## src/inc/console_consts.svh

```systemverilog
// constants for the operator console keypad and bus takeover block
`ifndef CONSOLE_CONSTS_SVH
`define CONSOLE_CONSTS_SVH

// ----------------------------------------
// bus addresses and widths
// ----------------------------------------
`define ADDR_W 18
`define SWITCH_REG_ADDR 18'o777570
`define PC_REG_ADDR 18'o777707
`define POINTER_STEP 18'h00002

// ----------------------------------------
// timing
// ----------------------------------------
`define CLK_KHZ 125000
`define INIT_TIME_MS 150
`define INIT_CYCLES (`INIT_TIME_MS * `CLK_KHZ)

// ----------------------------------------
// firmware port offsets
// ----------------------------------------
`define PORT_BUS_DATA 4'h0
`define PORT_BUS_ADDR 4'h1
`define PORT_KEYPAD 4'h2
`define PORT_MICROSEQ 4'h3
`define PORT_STATUS 4'h4
`define PORT_LAMPS 4'h8
`define PORT_RELEASE 4'h9
`define PORT_FORCE 4'hA

// ----------------------------------------
// lamp field positions (firmware write data bits 4..7)
// ----------------------------------------
`define LAMP_LSB 4
`define LAMP_BUS_FAULT 0
`define LAMP_SR_SHOWN 1
`define LAMP_SERVICE 2
`define LAMP_BOOT 3

`endif

```

## src/inc/console_pkg.sv

```systemverilog
// types shared by the console keypad and bus takeover block
package console_pkg;
    // key codes from the keypad encoder
    typedef enum logic [4:0] {
        KEY_CLEAR = 5'h08, KEY_LOAD_SW = 5'h09, KEY_LOAD_PTR = 5'h0A,
        KEY_SHOW_PTR = 5'h0B, KEY_WRITE = 5'h0C, KEY_READ = 5'h0D,
        KEY_STOP_STEP = 5'h0E, KEY_CONT = 5'h0F, KEY_BOOT = 5'h10,
        KEY_START = 5'h11, KEY_INIT = 5'h12
    } key_t;
    // command sequencer states
    typedef enum logic [2:0] {
        ST_IDLE = 3'b000, ST_TAKE = 3'b001, ST_XFER = 3'b010,
        ST_WAIT = 3'b011, ST_INIT = 3'b100
    } state_t;
    // bus operation held while the bus is being taken
    typedef enum logic [1:0] {
        OP_READ = 2'b00, OP_WRITE = 2'b01, OP_PC = 2'b10, OP_START = 2'b11
    } op_t;
endpackage

```

## src/logic/console_keypad_bus_takeover.sv

```systemverilog
// keypad command interpreter with six-digit display and bus takeover latches
//
// The address map and the strobed register port were decided locally.
`timescale 1ns/10ps
`include "console_consts.svh"

module console_keypad_bus_takeover
#(
    parameter int unsigned INIT_CYCLES = `INIT_CYCLES
)
(
    // clock and reset
    input wire logic ref_clk,
    input wire logic rst,
    // keypad pins
    input wire logic keyDown,
    input wire logic [4:0] keyCode,
    input wire logic modifierHeld,
    // processor arbitration pins
    input wire logic grantIn,
    input wire logic busBusyIn,
    input wire logic slaveSyncIn,
    input wire logic busInitIn,
    output logic takeoverReq,
    output logic selectionAcknowledge,
    output logic busBusyOut,
    output logic busInitOut,
    output logic runLamp,
    // processor control pulses
    output logic stepPulse,
    output logic contPulse,
    output logic startPulse,
    output logic bootPulse,
    input wire logic [15:0] microsequenceCounter,
    // bus master engine, same clock
    output console_pkg::op_t mOp,
    output logic mReq,
    output logic mWrite,
    output logic [`ADDR_W-1:0] mAddr,
    output logic [`ADDR_W-1:0] mWdata,
    input wire logic mDone,
    input wire logic mErr,
    input wire logic [`ADDR_W-1:0] mRdata,
    // bus slave view of the switch register
    input wire logic [`ADDR_W-1:0] slvAddr,
    input wire logic slvRead,
    output logic [15:0] slvRdata,
    output logic slvHit,
    // bus data and address as seen on the bus
    input wire logic [7:0] busDataIn,
    input wire logic [7:0] busAddrIn,
    // firmware port
    input wire logic [3:0] regAddr,
    input wire logic [7:0] regWdata,
    input wire logic regWr,
    input wire logic regRd,
    output logic [7:0] regRdata,
    input wire logic [7:0] memRdata,
    // display and lamps
    output logic [`ADDR_W-1:0] display,
    output logic [3:0] lamps
);
    import console_pkg::*;

    // ----------------------------------------
    // helpers
    // ----------------------------------------
    // 18-bit wrap-around add, used by the arithmetic keys
    function automatic logic [`ADDR_W-1:0] add18(input logic [`ADDR_W-1:0] a, input logic [`ADDR_W-1:0] b);
        add18 = a + b;
    endfunction

    localparam int unsigned CNT_W = $clog2(INIT_CYCLES + 1);

    // ----------------------------------------
    // pin synchronisers
    // ----------------------------------------
    logic [1:0] keyMeta; // first stages, read only by second stages
    logic [1:0] keySync; // keyDown, modifier after two flops
    logic [4:0] codeMeta;
    logic [4:0] codeSync;
    logic [3:0] arbMeta; // grant, busy, slave sync, init
    logic [3:0] arbSync;
    logic keyPrev; // last synchronised key level for edge detect

    // two flops on every keypad and arbitration pin
    always_ff @(posedge ref_clk)
    begin
        if (rst)
        begin
            keyMeta <= 2'h0;
            keySync <= 2'h0;
            codeMeta <= 5'h00;
            codeSync <= 5'h00;
            arbMeta <= 4'h0;
            arbSync <= 4'h0;
            keyPrev <= 1'b0;
        end
        else
        begin
            keyMeta <= {modifierHeld, keyDown};
            keySync <= keyMeta;
            codeMeta <= keyCode;
            codeSync <= codeMeta;
            arbMeta <= {busInitIn, slaveSyncIn, busBusyIn, grantIn};
            arbSync <= arbMeta;
            keyPrev <= keySync[0];
        end
    end

    wire grantS = arbSync[0];
    wire busyS = arbSync[1];
    wire syncS = arbSync[2];
    wire initS = arbSync[3];
    wire modS = keySync[1];
    // one press event per press-and-release; held keys never repeat
    wire keyEvent = keySync[0] & ~keyPrev;
    // the code lines are stable once the key level has settled
    wire [4:0] code = codeSync;
    wire isDigit = (code[4:3] == 2'b00);

    // ----------------------------------------
    // takeover latches
    // ----------------------------------------
    logic ackLatch; // grant_ack_latch
    logic ownerLatch; // bus owner
    logic seqRelease; // sequencer gives the bus back
    logic fwWr; // firmware write decode
    wire fwReleaseStrobe = regWr & (regAddr == `PORT_RELEASE);
    wire fwForceOwnership = regWr & (regAddr == `PORT_FORCE);
    // bus initialize from either side also clears the latches
    wire clearLatches = initS | busInitOut | fwReleaseStrobe | seqRelease;
    wire busFree = ~busyS & ~syncS;

    // clear beats set: a release hands the bus back
    always_ff @(posedge ref_clk)
    begin
        if (rst)
        begin
            ackLatch <= 1'b0;
            ownerLatch <= 1'b0;
        end
        else if (clearLatches)
        begin
            ackLatch <= 1'b0;
            ownerLatch <= 1'b0;
        end
        else
        begin
            // grant, ours or from a halt instruction, sets acknowledge
            if (grantS)
                ackLatch <= 1'b1;
            // own the bus once busy and slave sync are both released
            if (fwForceOwnership)
                ownerLatch <= 1'b1;
            else if (ackLatch & busFree)
                ownerLatch <= 1'b1;
        end
    end

    // arbitration outputs straight from flops
    always_ff @(posedge ref_clk)
    begin
        if (rst)
        begin
            selectionAcknowledge <= 1'b0;
            busBusyOut <= 1'b0;
            runLamp <= 1'b0;
        end
        else
        begin
            selectionAcknowledge <= ackLatch;
            busBusyOut <= ownerLatch;
            runLamp <= ~ownerLatch;
        end
    end

    // processor is halted while the console owns the bus
    wire halted = ownerLatch;
    logic ownerPrev; // for spotting a halt-instruction grant
    always_ff @(posedge ref_clk)
    begin
        if (rst)
            ownerPrev <= 1'b0;
        else
            ownerPrev <= ownerLatch;
    end
    wire ownerRise = ownerLatch & ~ownerPrev;

    // ----------------------------------------
    // firmware port
    // ----------------------------------------
    // each port source gated by its own strobe, then ORed with the memory data
    wire [7:0] gData = (regRd && regAddr == `PORT_BUS_DATA) ? busDataIn : 8'h00;
    wire [7:0] gAddr = (regRd && regAddr == `PORT_BUS_ADDR) ? busAddrIn : 8'h00;
    wire [7:0] gKey = (regRd && regAddr == `PORT_KEYPAD) ? {modS, 2'h0, code} : 8'h00;
    wire [7:0] gSeq = (regRd && regAddr == `PORT_MICROSEQ) ? microsequenceCounter[7:0] : 8'h00;
    wire [7:0] gStat = (regRd && regAddr == `PORT_STATUS) ? {6'h00, ackLatch, ownerLatch} : 8'h00;
    // memory data joins the or ungated; unmapped addresses read the memory data
    wire [7:0] internalInputBus = gData | gAddr | gKey | gSeq | gStat | memRdata;
    assign fwWr = regWr & (regAddr == `PORT_LAMPS);

    // read data stands the cycle after the read strobe only
    always_ff @(posedge ref_clk)
    begin
        if (rst)
            regRdata <= 8'h00;
        else if (regRd)
            regRdata <= internalInputBus;
        else
            regRdata <= 8'h00;
    end

    // ----------------------------------------
    // keypad registers
    // ----------------------------------------
    logic [`ADDR_W-1:0] switchReg;
    logic [`ADDR_W-1:0] pointer;
    logic [`ADDR_W-1:0] tempReg;
    state_t state;
    op_t op;
    logic [CNT_W-1:0] initCount;
    wire idle = (state == ST_IDLE);
    // a key taken only when no bus command is in flight
    wire press = keyEvent & idle;
    wire mPress = press & modS;
    wire pPress = press & ~modS;

    // switch register visible to the bus at its fixed address
    always_ff @(posedge ref_clk)
    begin
        if (rst)
        begin
            slvRdata <= 16'h0000;
            slvHit <= 1'b0;
        end
        else
        begin
            slvHit <= slvRead & (slvAddr == `SWITCH_REG_ADDR);
            slvRdata <= (slvRead && slvAddr == `SWITCH_REG_ADDR) ? switchReg[15:0] : 16'h0000;
        end
    end

    // ----------------------------------------
    // command sequencer
    // ----------------------------------------
    // continue resumes only while the console owns the bus
    wire doCont = mPress & (code == KEY_CONT);
    wire doStep = pPress & (code == KEY_STOP_STEP) & halted;
    wire doHalt = mPress & (code == KEY_STOP_STEP) & ~halted;
    wire doStart = mPress & (code == KEY_START) & halted;
    wire doBoot = mPress & (code == KEY_BOOT) & halted;
    wire doInit = mPress & (code == KEY_INIT) & halted;
    wire doRead = pPress & (code == KEY_READ) & halted;
    wire doWrite = pPress & (code == KEY_WRITE) & halted;
    logic ackPending; // our own request is outstanding
    wire halInstr = idle & ownerRise & ~ackPending;

    // bus command sequencing and processor pulses
    always_ff @(posedge ref_clk)
    begin
        if (rst)
        begin
            state <= ST_IDLE;
            op <= OP_READ;
            takeoverReq <= 1'b0;
            ackPending <= 1'b0;
            seqRelease <= 1'b0;
            stepPulse <= 1'b0;
            contPulse <= 1'b0;
            startPulse <= 1'b0;
            bootPulse <= 1'b0;
            busInitOut <= 1'b0;
            initCount <= '0;
            mReq <= 1'b0;
            mWrite <= 1'b0;
            mOp <= OP_READ;
            mAddr <= '0;
            mWdata <= '0;
        end
        else
        begin
            // pulses last one cycle by default
            seqRelease <= 1'b0;
            stepPulse <= 1'b0;
            contPulse <= 1'b0;
            startPulse <= 1'b0;
            bootPulse <= 1'b0;
            mReq <= 1'b0;
            case (state)
                ST_IDLE:
                begin
                    if (doHalt)
                    begin
                        takeoverReq <= 1'b1;
                        ackPending <= 1'b1;
                        op <= OP_PC;
                        state <= ST_TAKE;
                    end
                    else if (doStep)
                    begin
                        // let go, step once, then ask for the bus again
                        seqRelease <= 1'b1;
                        stepPulse <= 1'b1;
                        takeoverReq <= 1'b1;
                        ackPending <= 1'b1;
                        op <= OP_PC;
                        state <= ST_TAKE;
                    end
                    else if (doRead | doWrite | doStart)
                    begin
                        op <= doRead ? OP_READ : (doWrite ? OP_WRITE : OP_START);
                        state <= ST_XFER;
                    end
                    else if (doCont & halted)
                    begin
                        seqRelease <= 1'b1;
                        contPulse <= 1'b1;
                    end
                    else if (doBoot)
                    begin
                        seqRelease <= 1'b1;
                        bootPulse <= 1'b1;
                    end
                    else if (doInit)
                    begin
                        busInitOut <= 1'b1;
                        initCount <= CNT_W'(INIT_CYCLES - 1);
                        state <= ST_INIT;
                    end
                    else if (halInstr)
                    begin
                        // self-halt: show where it stopped
                        op <= OP_PC;
                        state <= ST_XFER;
                    end
                end
                ST_TAKE:
                begin
                    // wait until the bus is ours
                    if (ownerLatch & ~seqRelease)
                    begin
                        takeoverReq <= 1'b0;
                        ackPending <= 1'b0;
                        state <= ST_XFER;
                    end
                    else if (ackLatch & ~seqRelease)
                        takeoverReq <= 1'b0;
                end
                ST_XFER:
                begin
                    // no transaction unless ownership is confirmed
                    if (ownerLatch)
                    begin
                        mReq <= 1'b1;
                        mOp <= op;
                        mWrite <= (op == OP_WRITE) | (op == OP_START);
                        mAddr <= (op == OP_READ || op == OP_WRITE) ? pointer : `PC_REG_ADDR;
                        mWdata <= (op == OP_START) ? pointer : display;
                        state <= ST_WAIT;
                    end
                    else
                        state <= ST_IDLE;
                end
                ST_WAIT:
                begin
                    if (mDone)
                    begin
                        state <= ST_IDLE;
                        if (op == OP_START && !mErr)
                        begin
                            seqRelease <= 1'b1;
                            startPulse <= 1'b1;
                        end
                    end
                end
                ST_INIT:
                begin
                    // bus initialize held for the full interval
                    if (initCount == '0)
                    begin
                        busInitOut <= 1'b0;
                        state <= ST_IDLE;
                    end
                    else
                        initCount <= initCount - CNT_W'(1);
                end
                default:
                    state <= ST_IDLE;
            endcase
        end
    end

    // ----------------------------------------
    // display, switch register, pointer, lamps
    // ----------------------------------------
    wire rdDone = (state == ST_WAIT) & mDone;
    // key decode for the display keys, plain and with modifier
    wire kClear = pPress & (code == KEY_CLEAR);
    wire kDigit = pPress & isDigit;
    wire kLoadSw = pPress & (code == KEY_LOAD_SW);
    wire kLoadPtr = pPress & (code == KEY_LOAD_PTR);
    wire kShowPtr = pPress & (code == KEY_SHOW_PTR);
    wire kAdd7 = mPress & (code == 5'h07);
    wire kAdd6 = mPress & (code == 5'h06);
    wire kService = mPress & (code == 5'h01);
    wire [`ADDR_W-1:0] sum7 = add18(tempReg, add18(pointer, `POINTER_STEP));
    wire [`ADDR_W-1:0] sum6 = add18(tempReg, switchReg);

    // display and data registers; earlier branches win on a tie
    always_ff @(posedge ref_clk)
    begin
        if (rst)
        begin
            display <= '0;
            switchReg <= '0;
            pointer <= '0;
            tempReg <= '0;
        end
        else if (kClear)
            display <= '0;
        else if (kDigit)
            display <= {display[`ADDR_W-4:0], code[2:0]};
        else if (kLoadSw)
            switchReg <= display;
        else if (kLoadPtr)
        begin
            pointer <= display;
            display <= '0;
        end
        else if (kShowPtr)
            display <= pointer;
        else if (kAdd7)
        begin
            tempReg <= sum7;
            display <= sum7;
        end
        else if (kAdd6)
        begin
            tempReg <= sum6;
            display <= sum6;
        end
        else if (kService)
            display <= {2'b00, microsequenceCounter};
        else if (doCont)
            display <= switchReg;
        else if (startPulse)
            display <= switchReg;
        else if (rdDone && !mErr && op != OP_WRITE && op != OP_START)
        begin
            display <= mRdata;
            tempReg <= mRdata;
        end
    end

    // lamps: firmware latch first, keypad effects on top
    always_ff @(posedge ref_clk)
    begin
        if (rst)
            lamps <= 4'h0;
        else if (fwWr)
            lamps <= regWdata[`LAMP_LSB+3:`LAMP_LSB];
        else if (kClear)
        begin
            lamps[`LAMP_BUS_FAULT] <= 1'b0;
            lamps[`LAMP_SR_SHOWN] <= 1'b0;
            lamps[`LAMP_SERVICE] <= 1'b0;
        end
        else if (kLoadSw | doCont | startPulse)
            lamps[`LAMP_SR_SHOWN] <= 1'b1;
        else if (halInstr)
            lamps[`LAMP_SR_SHOWN] <= 1'b0;
        else if (kService)
            lamps[`LAMP_SERVICE] <= 1'b1;
        else if (rdDone & mErr)
            lamps[`LAMP_BUS_FAULT] <= 1'b1;
    end
endmodule

```

## config.mk

```make
export PLATFORM = sky130hd
export DESIGN_NAME = console_keypad_bus_takeover
export DESIGN_NICKNAME = d
export VERILOG_FILES = /design/src/inc/console_pkg.sv /design/src/logic/console_keypad_bus_takeover.sv
export VERILOG_INCLUDE_DIRS = /design/src /design/src/inc
export SDC_FILE = /design/constraint.sdc
export NUM_CORES = 1
export LEC_CHECK = 0
export BUFFER_PORTS_ARGS = -buffer_cell sky130_fd_sc_hd__buf_4
export CELL_PAD_IN_SITES_DETAIL_PLACEMENT = 0
export CELL_PAD_IN_SITES_GLOBAL_PLACEMENT = 1
export CORE_UTILIZATION = 42
export CTS_BUF_LIST = sky130_fd_sc_hd__clkbuf_16
export DETAILED_ROUTE_END_ITERATION = 10
export PLACE_DENSITY_LB_ADDON = 0.3
export SYNTH_ARGS = -nofsm -noshare
export SYNTH_HDL_FRONTEND = slang
export SYNTH_SLANG_ARGS = --single-unit
```

## constraint.sdc

```tcl
create_clock -name ref_clk -period 3.02 [get_ports ref_clk]
set_input_delay 0.604 -clock ref_clk [delete_from_list [all_inputs] [get_ports ref_clk]]
set_output_delay 0.604 -clock ref_clk [all_outputs]
set_load 0.005 [all_outputs]
```

After elaboration in Yosys (flattened, before gate mapping)
Index checks and enable logic that the tools add are counted.

Flip-flop bits (word level): 207. Logic and storage cells: 308.

Add/sub/neg operators: 4. Equal/unequal tests: 55. Mux-type cells: 90. Bitwise operators: 72. Reduce and logical (&&, ||, !) cells: 48.

Operators with widths (number): $mux 18 (17); $mux 25 (7); $pmux 25 s2 (1); $and 1x1->1 (41); $eq 5x4->1 const B (8); $add 18x18->18 (2); $mux 3 (12); $mux 1 (33); $mux 8 (4); $or 8x8->8 (4); $logic_not 25->1 (1); $sub 25x1->25 const B (1); $mux 2 (11); $ne 2x2->1 const B (11); $add 18x2->18 const B (1); $eq 18x18->1 const B (1); $not 1->1 (18); $reduce_and 8->1 (2); $eq 5x5->1 const B (3); $pmux 3 s5 (1); $eq 4x4->1 const B (3); $ne 3x3->1 const B (4); $reduce_and 3->1 (4); $reduce_or 2->1 (6); other kinds (39) (73).

Logic depth before layout (Yosys ltp)
Word-level depth: 15. Mapped depth: 14. Gate-level depth less buffers: 14.

Worst setup path before layout
No wires, ideal clock.

Path type: reg2reg. Start: reg pointer[2]. End: reg display[16]. Library setup time: 0.121 ns. Arrival: 2.568 ns. Setup slack: 0.331 ns. Stages on the path, launching flop included: 11. Buffers on the path: 0. Period minus slack after synthesis: 2.689 ns. Cells stage by stage: dfxtp_1 > ha_1 > ha_1 > a21oi_1 > o2111ai_1 > a31o_2 > a41oi_1 > nor3_1 > o311a_1 > o221ai_1 > a21oi_1.

Longest elaborated chain between the ends: 7.

Ends and longest elaborated chain: from (decl) (RTL line console_keypad_bus_takeover.sv:218) `` logic [`ADDR_W-1:0] pointer; ``; from (signal assigned) (RTL line console_keypad_bus_takeover.sv:428) `pointer <= display;`; $add 18x2->18 (RTL line console_keypad_bus_takeover.sv:70) `add18 = a + b;`; $add 18x18->18 (RTL line console_keypad_bus_takeover.sv:70); $mux 18 (RTL line console_keypad_bus_takeover.sv:433) `else if (kAdd7)`; $mux 18 (RTL line console_keypad_bus_takeover.sv:431) `else if (kShowPtr)`; $mux 18 (RTL line console_keypad_bus_takeover.sv:426) `else if (kLoadPtr)`; $mux 18 (RTL line console_keypad_bus_takeover.sv:424) `else if (kLoadSw)`; $mux 18 (RTL line console_keypad_bus_takeover.sv:422) `else if (kDigit)`; to (signal assigned) (RTL line console_keypad_bus_takeover.sv:423) `` display <= {display[`ADDR_W-4:0], code[2:0]}; ``; to (signal assigned) (RTL line console_keypad_bus_takeover.sv:432) `display <= pointer;`; to (signal assigned) (RTL line console_keypad_bus_takeover.sv:436) `display <= sum7;`; to (decl) (RTL line console_keypad_bus_takeover.sv:60) `` output logic [`ADDR_W-1:0] display, ``.

Every way passes these cells. The select of a mux whose other input is x is not followed. A chain may end at the register's enable or synchronous reset.

Final worst setup path
Start: reg pointer[1]. End: reg display[13].

Same word-level chain as after synthesis.

==> metrics <==
Slew HR=32.3%; initial antenna violation count=1; routed vias=11000; remaining global-route overflow=0; sequential share of the synthesized area=37.8%; # H-tree levels=1; Worst Path Arrival=3350 ps; ys flop type=dfxtp_1; syn_nets=1501; metal3 WL=2800 um; final hold violation count=0; Iter 0 DRT Violations=742; # hold bufs at CTS=0; vias per cell=5.77; final setup fails=0; Synth Cell Area=10900 sq um; # DRC=0; first-pass GRT wire length=57800 um; top cell type by total area after synthesis=dfxtp_1; crit start category=flip-flop; Leak Pwr=5.78 nW; die area=26700 sq um; Die Y=163 um; DR top layer=met5; gpl congestion=0.992; worst slew pin tran=1010 ps; Chip Width=163 um; share of cells above drive strength 1=21.5%; Max Fclk=341 MHz; Detailed Routing Iterations Pass 1=5; FF+latch count, synth=207; Final period util=97.2%; status=finished clean; metal2 WL=17900 um; RSZ-0062 raised after global routing=true; Syn Area/Cell=8.16 sq um; Yosys top cell area share=37.8%; # nets final=1714; Total GRT Usage=27.9%; maxcap violations=0; pin count of the biggest net entering global routing=83; HP Start=mErr; Post-synth ARST share=0%; PD cells=465 nW/um^2; Antenna diodes=0; Synth area leaders=dfxtp_1 38%, nand2_1 6.3%, ha_1 5.8%; fill cell count=2430; Max Slew Vio Count=0; CTS Buf Count=24; Clock Latency Late Sink=530 ps; final setup TNS=0 ps; FP Rows=58; Sink Count=207; Core Footprint=25400 sq um; Reg2Reg Setup Slack=80 ps; EDFF count, synth=0; hold crit path type=input port to flip-flop; Area growth syn-to-layout=27.0%; CP Class=flip-flop to flip-flop; Ys Warns=0; clk_skew=13.3 ps; CP endpoint kind=flip-flop; post-route ant nets=0; Total Wirelength=38100 um; worst setup margin=84.7 ps; # IOs=202; Worst Setup SP=pointer[1]$_SDFFE_PP0P_; Post-DP HPWL=28100 um; crit path max fanout=3; CTS tree=yes; most frequent cells in the layout=269 x buf_4, 206 x dfxtp_1, 183 x nand2_1; Tmin final=2940 ps; clk root buf=clkbuf_16; Yosys cell types=78; routed len/inst=20.0 um; pre-CTS setup slack=-13.4 ps; Initial Util=43.1%; clk slew on worst S/H paths=60 ps; VDD IR max=0.365 mV; Gate Count Post-Synth=1342; PortBufs=197; worst path required time=3430 ps; Bufs on Longest Clock Path=3; leading cell type in the layout, fill and taps excluded=buf_4; M1 wire length=16000 um; vias in the first global route=10200; FF-to-FF Start=pointer[1]$_SDFFE_PP0P_
[flip-flops by register name, indices dropped and copies added, names as in the netlist, 4 cells and up]
register	flops
arbMeta	4
arbSync	4
code	5
codeMeta	5
display	18
initCount	25
lamps	4
mAddr	18
mWdata	18
pointer	18
regRdata	8
slvRdata	16
switchReg	18
tempReg	18
[worst max-delay path, stage by stage (launching register included)]
cell      delay [ps]
dfxtp_1          330
inv_1             90
ha_1             290
inv_1             50
ha_1             150
inv_1             60
fa_2             390
nand2b_4         160
a21oi_4          190
o31a_1           220
o21ai_0          190
xnor2_1          180
o22ai_1          240
a211o_1          190
o21ai_1           80
[power breakdown]
group | switching [mW] | internal (mW) | total (mW)
clock network | 1.21 | 1.75 | 2.96
registers | 0.0730 | 2.80 | 2.88
logic | 0.342 | 0.291 | 0.633
total | 1.62 | 4.85 | 6.47
[logic make-up after synthesis]
family                   after synthesis  synth area share, %
AND/OR/NAND/NOR                      561                 25.4
AO/OA/AOI/OAI                        345                 20.6
flip-flops                           207                 37.8
buffers and inverters                107                 4.15
adder cells (fa/ha/maj)               53                 6.19
XOR/XNOR                              48                 3.84
multiplexers                          21                 1.97
[Yosys cell counts, types with 5 or more instances]
cell type,n
dfxtp_1,207
nand2_1,183
nor2_1,123
a21oi_1,117
clkbuf_1,56
nor3_1,55
o21ai_0,55
ha_1,51
nand3_1,43
nor2b_1,37
xnor2_1,28
a311oi_1,27
inv_1,23
and2_1,21
mux2i_1,20
nand2b_1,20
xor2_1,20
a31oi_1,19
a211oi_1,17
o211ai_1,16
a221oi_1,15
buf_2,12
and3_1,11
or3_1,11
buf_1,10
nor4_1,10
a21o_1,8
nand4_1,8
o22ai_1,7
nand3b_1,6
o21bai_1,6
a22oi_1,5
nand4b_1,5
nor4_4,5
[metrics by stage]
| stage | std cells | power [mW] | instance area [sq um] | hold slack, ps | utilization (%) |
|---|---|---|---|---|---|
| finish | 1902 | 6.47 | 13900 | 277 | 54.8 |
| global route | 1902 | 6.68 | 13900 | 280 | 54.8 |
| CTS | 1900 | 6.50 | 13800 | 271 | 54.5 |
| detailed placement | 1857 | 3.56 | 13100 | 424 | 51.4 |
| global placement | 1857 | 3.56 | 13100 | 416 | 51.4 |
| floorplan | 1342 | 3.24 | 10900 | 414 | - |
[layout make-up]
type	count	area, sq um	share of cell area [%]
inverters	23	86.3	0.621
clock inverters	18	166	1.20
clock buffers	25	626	4.50
multi-input cells	1028	6410	46.1
well taps	330	413	2.97
repair buffers	271	2060	14.8
flip-flops and latches	207	4150	29.8
[worst paths after layout]
check / to / cells after the start
worst max register to register: display[13]$_SDFFE_PP0P_ / 14
worst min register to register: arbSync[1]$_SDFF_PP0_ / 1
worst max-delay path: display[13]$_SDFFE_PP0P_ / 14
worst min-delay path: startPulse$_SDFF_PP0_ / 2
[routing by layer]
metal / up-vias / global-route usage (%)
li1: 5257 / -
met1: 5198 / 35.7
met2: 433 / 46.7
met3: 89 / 4.44
met4: 2 / 10.9
met5: - / 0
[what timing repair did]
action | in CTS | in global routing
pin swaps | 0 | 4
setup buffers | 0 | 2
hold endpoints to repair | 0 | 0
gates cloned | 0 | 0
resized for setup | 1 | 11
endpoints found under the setup margin | 5 | 14
No activity file was read; power rests on OpenSTA's default activity.
